[src/labu_pkg.sv]
// shared constants and types of the likely and coprocessor branch unit
package labu_pkg;

    // ------------------------------------------------------------
    // widths and fixed values
    // ------------------------------------------------------------
    localparam int          LABU_XLEN      = 32;
    localparam int          LABU_OFS_W     = 16;
    localparam int          LABU_OFS_SHIFT = 2;
    localparam int          LABU_REG_W     = 5;
    localparam logic [4:0]  LABU_LINK_IDX  = 5'h1f;
    localparam logic [31:0] LABU_INSN_STEP = 32'h0000_0004;
    localparam logic [31:0] LABU_ZERO_WORD = 32'h0000_0000;

    // ------------------------------------------------------------
    // branch kinds handled here
    // ------------------------------------------------------------
    typedef enum logic [3:0] {
        LABU_OP_NONE   = 4'b0000,
        LABU_OP_CPT    = 4'b0001,  // cp_true_branch
        LABU_OP_CPF    = 4'b0010,  // cp_false_branch
        LABU_OP_CPTL   = 4'b0011,  // cp_true_branch_likely
        LABU_OP_CPFL   = 4'b0100,  // cp_false_branch_likely
        LABU_OP_EQL    = 4'b0101,  // equal_branch_likely
        LABU_OP_NEL    = 4'b0110,  // unequal_branch_likely
        LABU_OP_LEZL   = 4'b0111,  // nonpositive_branch_likely
        LABU_OP_GTZL   = 4'b1000,  // positive_branch_likely
        LABU_OP_LTZL   = 4'b1001,  // negative_branch_likely
        LABU_OP_GEZL   = 4'b1010,  // nonnegative_branch_likely
        LABU_OP_LTZALL = 4'b1011,  // negative_link_branch_likely
        LABU_OP_GEZALL = 4'b1100   // nonnegative_link_branch_likely
    } labu_op_t;

endpackage

[src/labu_cond_if.sv]
// carrier between the branch unit and its condition evaluator
`timescale 1ns/1ps
interface labu_cond_if;
    import labu_pkg::*;

    labu_op_t               op;
    logic [LABU_XLEN-1:0]   opa;
    logic [LABU_XLEN-1:0]   opb;
    logic                   cp_cond;
    logic                   take;
    logic                   likely;
    logic                   link;

    modport eval (
        input  op,
        input  opa,
        input  opb,
        input  cp_cond,
        output take,
        output likely,
        output link
    );

    modport user (
        output op,
        output opa,
        output opb,
        output cp_cond,
        input  take,
        input  likely,
        input  link
    );
endinterface

[src/labu_cond.sv]
// branch condition evaluator: taken, likely and link flags per kind
`timescale 1ns/1ps
module labu_cond (
    labu_cond_if.eval c
);
    import labu_pkg::*;

    // ------------------------------------------------------------
    // sign tests on a two's-complement operand
    // ------------------------------------------------------------
    function automatic logic is_neg(input logic [LABU_XLEN-1:0] v);
        return v[LABU_XLEN-1];
    endfunction

    function automatic logic is_zero(input logic [LABU_XLEN-1:0] v);
        return v == LABU_ZERO_WORD;
    endfunction

    always_comb begin
        c.take   = 1'b0;
        c.likely = 1'b0;
        c.link   = 1'b0;
        unique case (c.op)
            LABU_OP_NONE: begin
            end
            LABU_OP_CPT: c.take = c.cp_cond;
            LABU_OP_CPF: c.take = !c.cp_cond;
            LABU_OP_CPTL: begin
                c.take   = c.cp_cond;
                c.likely = 1'b1;
            end
            LABU_OP_CPFL: begin
                c.take   = !c.cp_cond;
                c.likely = 1'b1;
            end
            LABU_OP_EQL: begin
                c.take   = c.opa == c.opb;
                c.likely = 1'b1;
            end
            LABU_OP_NEL: begin
                c.take   = c.opa != c.opb;
                c.likely = 1'b1;
            end
            LABU_OP_LEZL: begin
                c.take   = is_neg(c.opa) || is_zero(c.opa);
                c.likely = 1'b1;
            end
            LABU_OP_GTZL: begin
                c.take   = !is_neg(c.opa) && !is_zero(c.opa);
                c.likely = 1'b1;
            end
            LABU_OP_LTZL: begin
                c.take   = is_neg(c.opa);
                c.likely = 1'b1;
            end
            LABU_OP_GEZL: begin
                c.take   = !is_neg(c.opa);
                c.likely = 1'b1;
            end
            LABU_OP_LTZALL: begin
                c.take   = is_neg(c.opa);
                c.likely = 1'b1;
                c.link   = 1'b1;
            end
            LABU_OP_GEZALL: begin
                c.take   = !is_neg(c.opa);
                c.likely = 1'b1;
                c.link   = 1'b1;
            end
            // codes above the last kind carry no branch
            default: begin
            end
        endcase
    end
endmodule

[src/labu_branch_unit.sv]
// likely and coprocessor condition branch resolution unit
`timescale 1ns/1ps
module labu_branch_unit (
    input  wire logic                              core_clk,
    input  wire logic                              rst,
    input  wire logic                              ce,
    input  wire logic                              issue_valid,
    input  wire labu_pkg::labu_op_t                issue_op,
    input  wire logic [labu_pkg::LABU_XLEN-1:0]    delay_pc,
    input  wire logic [labu_pkg::LABU_OFS_W-1:0]   offset,
    input  wire logic [labu_pkg::LABU_XLEN-1:0]    primary_operand_reg,
    input  wire logic [labu_pkg::LABU_XLEN-1:0]    second_operand_reg,
    input  wire logic                              cp_cond,
    output logic                                   redirect_r,
    output logic [labu_pkg::LABU_XLEN-1:0]         target_r,
    output logic                                   annul_r,
    output logic                                   link_we_r,
    output logic [labu_pkg::LABU_REG_W-1:0]        link_idx_r,
    output logic [labu_pkg::LABU_XLEN-1:0]         link_addr_r
);
    import labu_pkg::*;

    // ------------------------------------------------------------
    // condition evaluation
    // ------------------------------------------------------------
    labu_cond_if cif ();

    assign cif.op      = issue_valid ? issue_op : LABU_OP_NONE;
    assign cif.opa     = primary_operand_reg;
    assign cif.opb     = second_operand_reg;
    assign cif.cp_cond = cp_cond;

    labu_cond u_cond (
        .c (cif)
    );

    // ------------------------------------------------------------
    // resolution, registered into the execute stage
    // ------------------------------------------------------------
    logic                   redirect_nxt;
    logic [LABU_XLEN-1:0]   target_nxt;
    logic                   annul_nxt;
    logic                   link_we_nxt;
    logic [LABU_REG_W-1:0]  link_idx_nxt;
    logic [LABU_XLEN-1:0]   link_addr_nxt;
    logic [LABU_XLEN-1:0]   ofs_ext;

    always_comb begin
        // offset scaled to words, sign carried to the full width
        ofs_ext       = LABU_XLEN'($signed(offset)) << LABU_OFS_SHIFT;
        target_nxt    = delay_pc + ofs_ext;
        redirect_nxt  = cif.take;
        // plain forms leave annul low, so their slot always runs
        annul_nxt     = cif.likely && !cif.take;
        // link ignores take: written even when the slot is annulled
        link_we_nxt   = cif.link;
        link_idx_nxt  = LABU_LINK_IDX;
        link_addr_nxt = delay_pc + LABU_INSN_STEP;
    end

    always_ff @(posedge core_clk) begin
        if (rst) begin
            redirect_r  <= 1'b0;
            target_r    <= LABU_ZERO_WORD;
            annul_r     <= 1'b0;
            link_we_r   <= 1'b0;
            link_idx_r  <= LABU_LINK_IDX;
            link_addr_r <= LABU_ZERO_WORD;
        end else if (ce) begin
            redirect_r  <= redirect_nxt;
            target_r    <= target_nxt;
            annul_r     <= annul_nxt;
            link_we_r   <= link_we_nxt;
            link_idx_r  <= link_idx_nxt;
            link_addr_r <= link_addr_nxt;
        end
    end
endmodule

[config.mk]
export PLATFORM = sky130hd
export DESIGN_NAME = labu_branch_unit
export DESIGN_NICKNAME = d
export VERILOG_FILES = /design/src/labu_pkg.sv /design/src/labu_cond_if.sv /design/src/labu_cond.sv /design/src/labu_branch_unit.sv
export SDC_FILE = /design/constraint.sdc
export NUM_CORES = 1
export LEC_CHECK = 0
export ABC_AREA = 1
export ABC_CLOCK_PERIOD_IN_PS = 1700
export BUFFER_PORTS_ARGS = -buffer_cell sky130_fd_sc_hd__buf_2
export CORE_MARGIN = 2
export CORE_UTILIZATION = 48
export CTS_CLUSTER_DIAMETER = 100
export DETAILED_ROUTE_END_ITERATION = 16
export PLACE_DENSITY_LB_ADDON = 0.25
export SYNTH_ARGS = -nofsm -noshare
export SYNTH_HDL_FRONTEND = slang
export SYNTH_HIERARCHICAL = 1
export SYNTH_SLANG_ARGS = --single-unit
[constraint.sdc]
create_clock -name core_clk -period 1.7 [get_ports core_clk]
set_input_delay 0.34 -clock core_clk [delete_from_list [all_inputs] [get_ports core_clk]]
set_output_delay 0.34 -clock core_clk [all_outputs]
set_load 0.1 [all_outputs]
After elaboration in Yosys (flattened, before gate mapping)

Cells that the tools add are included.
Widths: inputs -> output; s select.

Add/subtract/negate cells: 2
Equality and inequality tests: 14
Reduce and logical (&&, ||, !) cells: 14
Mux-type cells: 4

Operators by type and width:

| kind                  | number |
|---|---|
| $add 32x3->32 const B | 1 |
| $add 32x32->32        | 1 |
| $eq 32x32->1          | 1 |
| $logic_not 32->1      | 1 |
| $ne 32x32->1          | 1 |
| $eq 4x4->1 const B    | 5 |
| $eq 4x3->1 const B    | 4 |
| $reduce_or 10->1      | 1 |
| $reduce_or 2->1       | 5 |
| $eq 4x2->1 const B    | 2 |
| $pmux 1 s8            | 1 |
| $eq 4x1->1 const B    | 1 |
| $logic_not 1->1       | 4 |
| $mux 4                | 1 |
| $logic_and 1x1->1     | 2 |
| $mux 1                | 2 |
| $logic_or 1x1->1      | 1 |

Bits of input ports: 121
Register bits after elaboration: 67
Logic and storage cells: 39

Logic depth before layout (Yosys ltp)

Word-level depth: 6
Mapped depth: 14
Gate-level depth less buffers: 14

Modules after synthesis

The synthesis kept the hierarchy.

Modules (own cells, without submodules):

| module           | seq. area each (µm²) | cells an instance | area each (µm²) | times used |
|---|---|---|---|---|
| labu_branch_unit | 1,301.2              | 955               | 5,461.5         | 1 |
| labu_cond        | 0.0                  | 148               | 737.0           | 1 |

Least setup slack after synthesis

Ideal clock, no wire load.

Path kind: input -> register
Start point: in offset[0] (netlist name)
End point: reg target_r[18] (netlist name)
Data arrival time: 1,746 ps
Stages: 14
Slack: -155 ps
Path buffers: 0
Cells stage by stage: ha_1 > inv_1 > fa_1 > inv_1 > nand3_1 > nand3_1 > nand2_1 > nand2_1 > nand2_1 > nand2_1 > xnor2_1 > nand2_1 > nand2_1 > inv_1

Word-level cells in the longest chain between the ends: 1

RTL lines:

| element              | RTL line               | RTL |
|---|---|---|
| start, declared      | labu_branch_unit.sv:10 | `input wire logic [labu_pkg::LABU_OFS_W-1:0] offset,` |
| $add 32x32->32       | labu_branch_unit.sv:51 | `target_nxt = delay_pc + ofs_ext;` |
| end signal, assigned | labu_branch_unit.sv:71 | `target_r <= target_nxt;` |
| end, declared        | labu_branch_unit.sv:15 | `output logic [labu_pkg::LABU_XLEN-1:0] target_r,` |

Every way passes these cells.
A chain may end at the register's enable or synchronous reset.

Final worst setup path

Start point: in offset[15] (netlist name)
End point: reg target_r[28] (netlist name)

Same word-level chain as after synthesis.

==> key figures <==
Status
  – Outcome: complete, no violations

Place
  – Placed Area: ~8100 µm²
  – Placement Setup Slack: -0.309 ns
  – IO Port Bufs: 187
  – Placer Congestion: around 1.0
  – Dpl hpwl: ~16000 µm

Global routing
  – First-pass GRT wire length: between 30000 and 40000 µm
  – Gr busiest metal: met2
  – Grt ovf: 0
  – Met2 GRT Util: between 40% and 50%
  – Number of global-route vias before repair: about 6900
  – Total track usage: approximately 28%
  – M3 GR Usage: 4.36%
  – Initial antenna violation count: 0
  – Met1 Use GR: a little under two fifths
  – Pin count of the biggest net entering global routing: 48

Yosys
  – Synthesis-stage register bit count: 65
  – Gate Count Post-Synth: 1103
  – Synth Area in Compound Gates: between 7 and 8%
  – Synth area leader: dfxtp_1
  – YS warnings: 6
  – XOR/XNOR Fraction of Synth Area: approximately 7.8%
  – Syn Std Cell Area: about 6200 µm²
  – Main combinational cell family by area after synthesis: simple AND/OR/NAND/NOR gates
  – Post-synthesis sequential area ratio: a little over a fifth
  – Synth top area share: 21.0%
  – Most area-consuming cells after synthesis: dfxtp_1 (21%), nand2_1 (20%), nor2_1 (12%)
  – Synth unique cells: 39
  – Syn avg cell area: between 5 and 6 µm²
  – Simple-Gate Fraction of Synth Area: between 40% and 50%
  – Mux cell area share after synthesis: 0%
  – Area share of fa/ha/maj cells after synthesis: under 10%

Die
  – Die Area: about 14000 µm²
  – Num ports: 193
  – Die Span Y: 118 µm
  – Initial Util: just under 50%
  – Core box area: 12600 µm²
  – Row cnt: 41
  – Die X-Extent: 118 µm

Routing
  – Routed len/inst: ~13 µm
  – Initial DRC count: 608
  – Routed via count: 7560
  – Post-Route WL: approximately 20000 µm
  – Remaining DRCs: 0
  – DR pass1 iterations: 5
  – Drt via density: roughly 4.9
  – Number of routed nets with antenna violations: 0

Timing
  – Slew Limit Fails: 0
  – Max Freq: between 0.6 and 0.7 GHz
  – Worst Clk Skew: 0 ns
  – RSZ-0062 raised after global routing: yes
  – Period utilisation layout: a little over nine tenths
  – Final min period: 1.63 ns
  – Final hold violation count: 0
  – Setup-failing EPs final: 0
  – Final Worst Setup Slack: around 0.066 ns

Layout
  – Fraction of layout cells with a size suffix above 1: between 20% and 30%
  – Most frequent cells in the layout: nand2_1 (318), inv_1 (186), buf_2 (185)
  – Most common cell after layout, fill and taps aside: nand2_1
  – Nets: 1533
  – # diodes: 0
  – Area grow syn2layout: 39.2%
  – Fillers: between 1000 and 1500
  – Design Area, Final: roughly 8600 µm²

Clocking
  – H-Tree Depth: 3
  – Total CTS buffers: 9
  – Root buffer cell: clkbuf_16
  – Clock Latency Late Sink: ~0.34 ns
  – TritonCTS clock tree: built
  – Sink Count: between 60 and 70
  – Clk buf depth: 2
  – Clk pin slew, worst setup/hold paths: about 0.06 ns
  – Post-CTS Setup Bufs: 0

Pwr
  – Combinational power share: a little over two fifths
  – Sw frac: about 43%
  – Sequential share of power: between 20% and 30%
  – Share of total power in the clock network: between 30 and 40%
  – Power per cell area: ~780 nW/µm²
  – Worst VDD drop: about 0.5 mV
  – Post-layout power: 6.73 mW
  – Static Leak: 5.01 nW
  – Internal: between 3 and 4 mW
  – P_sw: roughly 2.9 mW

Critical path
  – Startpoint types: input pin
  – Crit path required time: just under 2 ns
  – CP endpoint kind: flop
  – Worst EP arrival: approximately 1.9 ns
  – Crit Path Max Fanout: 14
  – Critical path type: input pin to flop
  – Flop2flop setup slack: ~1 ns

Run
  – Max cap viols: 0

Hold path
  – Min-Delay Path Class: input pin to flop
## synth_stat cells
cell / count
nand2_1: 323
nor2_1: 196
inv_1: 188
nand3_1: 72
dfxtp_1: 65
o21ai_0: 38
xnor2_1: 32
a21oi_1: 30
ha_1: 30
xor2_1: 21
clkbuf_1: 17
nand4_1: 15
nor3_1: 9
o211ai_1: 8
buf_4: 7
inv_2: 7
or2_0: 7
nand3b_1: 5
nand2_2: 4
nor2_2: 4
o21bai_1: 4
nor2_4: 2
nor3_4: 2
o21ai_1: 2
a21o_1: 1
a22oi_1: 1
a31oi_1: 1
and2_1: 1
buf_1: 1
buf_2: 1
buf_6: 1
clkbuf_8: 1
conb_1: 1
fa_1: 1
nand3_2: 1
nor3_2: 1
nor3b_1: 1
or2_2: 1
xnor2_2: 1
## layout make-up
type / instances / area [µm²] / share of cell area, %
clock inverter: 7 / 103 / 1.19
clock buffer: 9 / 225 / 2.61
sequential: 65 / 1300 / 15.1
timing repair buffer: 291 / 1750 / 20.3
multi-input combinational: 819 / 4300 / 49.8
inverter: 195 / 732 / 8.48
tap: 172 / 215 / 2.49
## routing by layer
layer  share of wire, %  wire length [µm]
met1                 45              9060
met4                1.8               354
met3                6.1              1230
met2                 47              9500
met5                  0                 0
## per-stage QoR
stage          hold WS (ns)  util [%]  std cells  TNS (ns)
4_1_cts               0.226      66.4       1558         0
3_5_place_dp          0.458      63.8       1542     -5.90
6_report              0.227      68.4       1558         0
3_3_place_gp          0.450      63.8       1542     -5.54
2_1_floorplan         0.434         -       1107   -0.0142
5_1_grt               0.236      68.4       1558    -0.147
## what timing repair did
action / 4_1_cts / 5_1_grt
resized for setup: 0 / 46
endpoints found under the hold margin: 0 / 0
hold buffers: 0 / 0
endpoints found under the setup margin: 0 / 17
## worst max-delay path, stage by stage
cell	delay (ns)
buf_6	0.23
ha_1	0.34
a21oi_1	0.24
o21ai_0	0.16
a21oi_1	0.22
nand3_1	0.11
nand2_1	0.06
nand3_1	0.07
nand2_1	0.07
inv_1	0.04
## sequential cells by signal, summed over array words and instances, names as in the netlist
register     count
target_r        32
link_addr_r     30
annul_r          1
link_we_r        1
redirect_r       1
## power by group through the flow
stage	Sequential [mW]	Clock, mW	Combinational (mW)
CTS	1.72	2.10	2.81
detailed placement	1.75	0	2.80
global placement	1.75	0	2.78
global route	1.74	2.17	3.15
floorplan	2.65	0	1.08
finish	1.72	2.08	2.93
## kinds of logic (layout without fill, tap and decap cells)
family                   count (synthesis)  in the layout
adder cells (fa/ha/maj)                 31             31
other                                    1              5
AO/OA/AOI/OAI                           85             85
buffers and inverters                  223            502
XOR/XNOR                                54             54
flip-flops                              65             65
AND/OR/NAND/NOR                        644            644
## worst paths after layout
check | from | to | depth (start not counted)
worst max-delay path | offset[15] | target_r[28] | 10
worst min-delay path | delay_pc[1] | target_r[1] | 3
worst max register to register | target_r[24] | target_r[24] | 4
worst min register to register | annul_r | annul_r | 2
(Power assumes the default switching activity.)
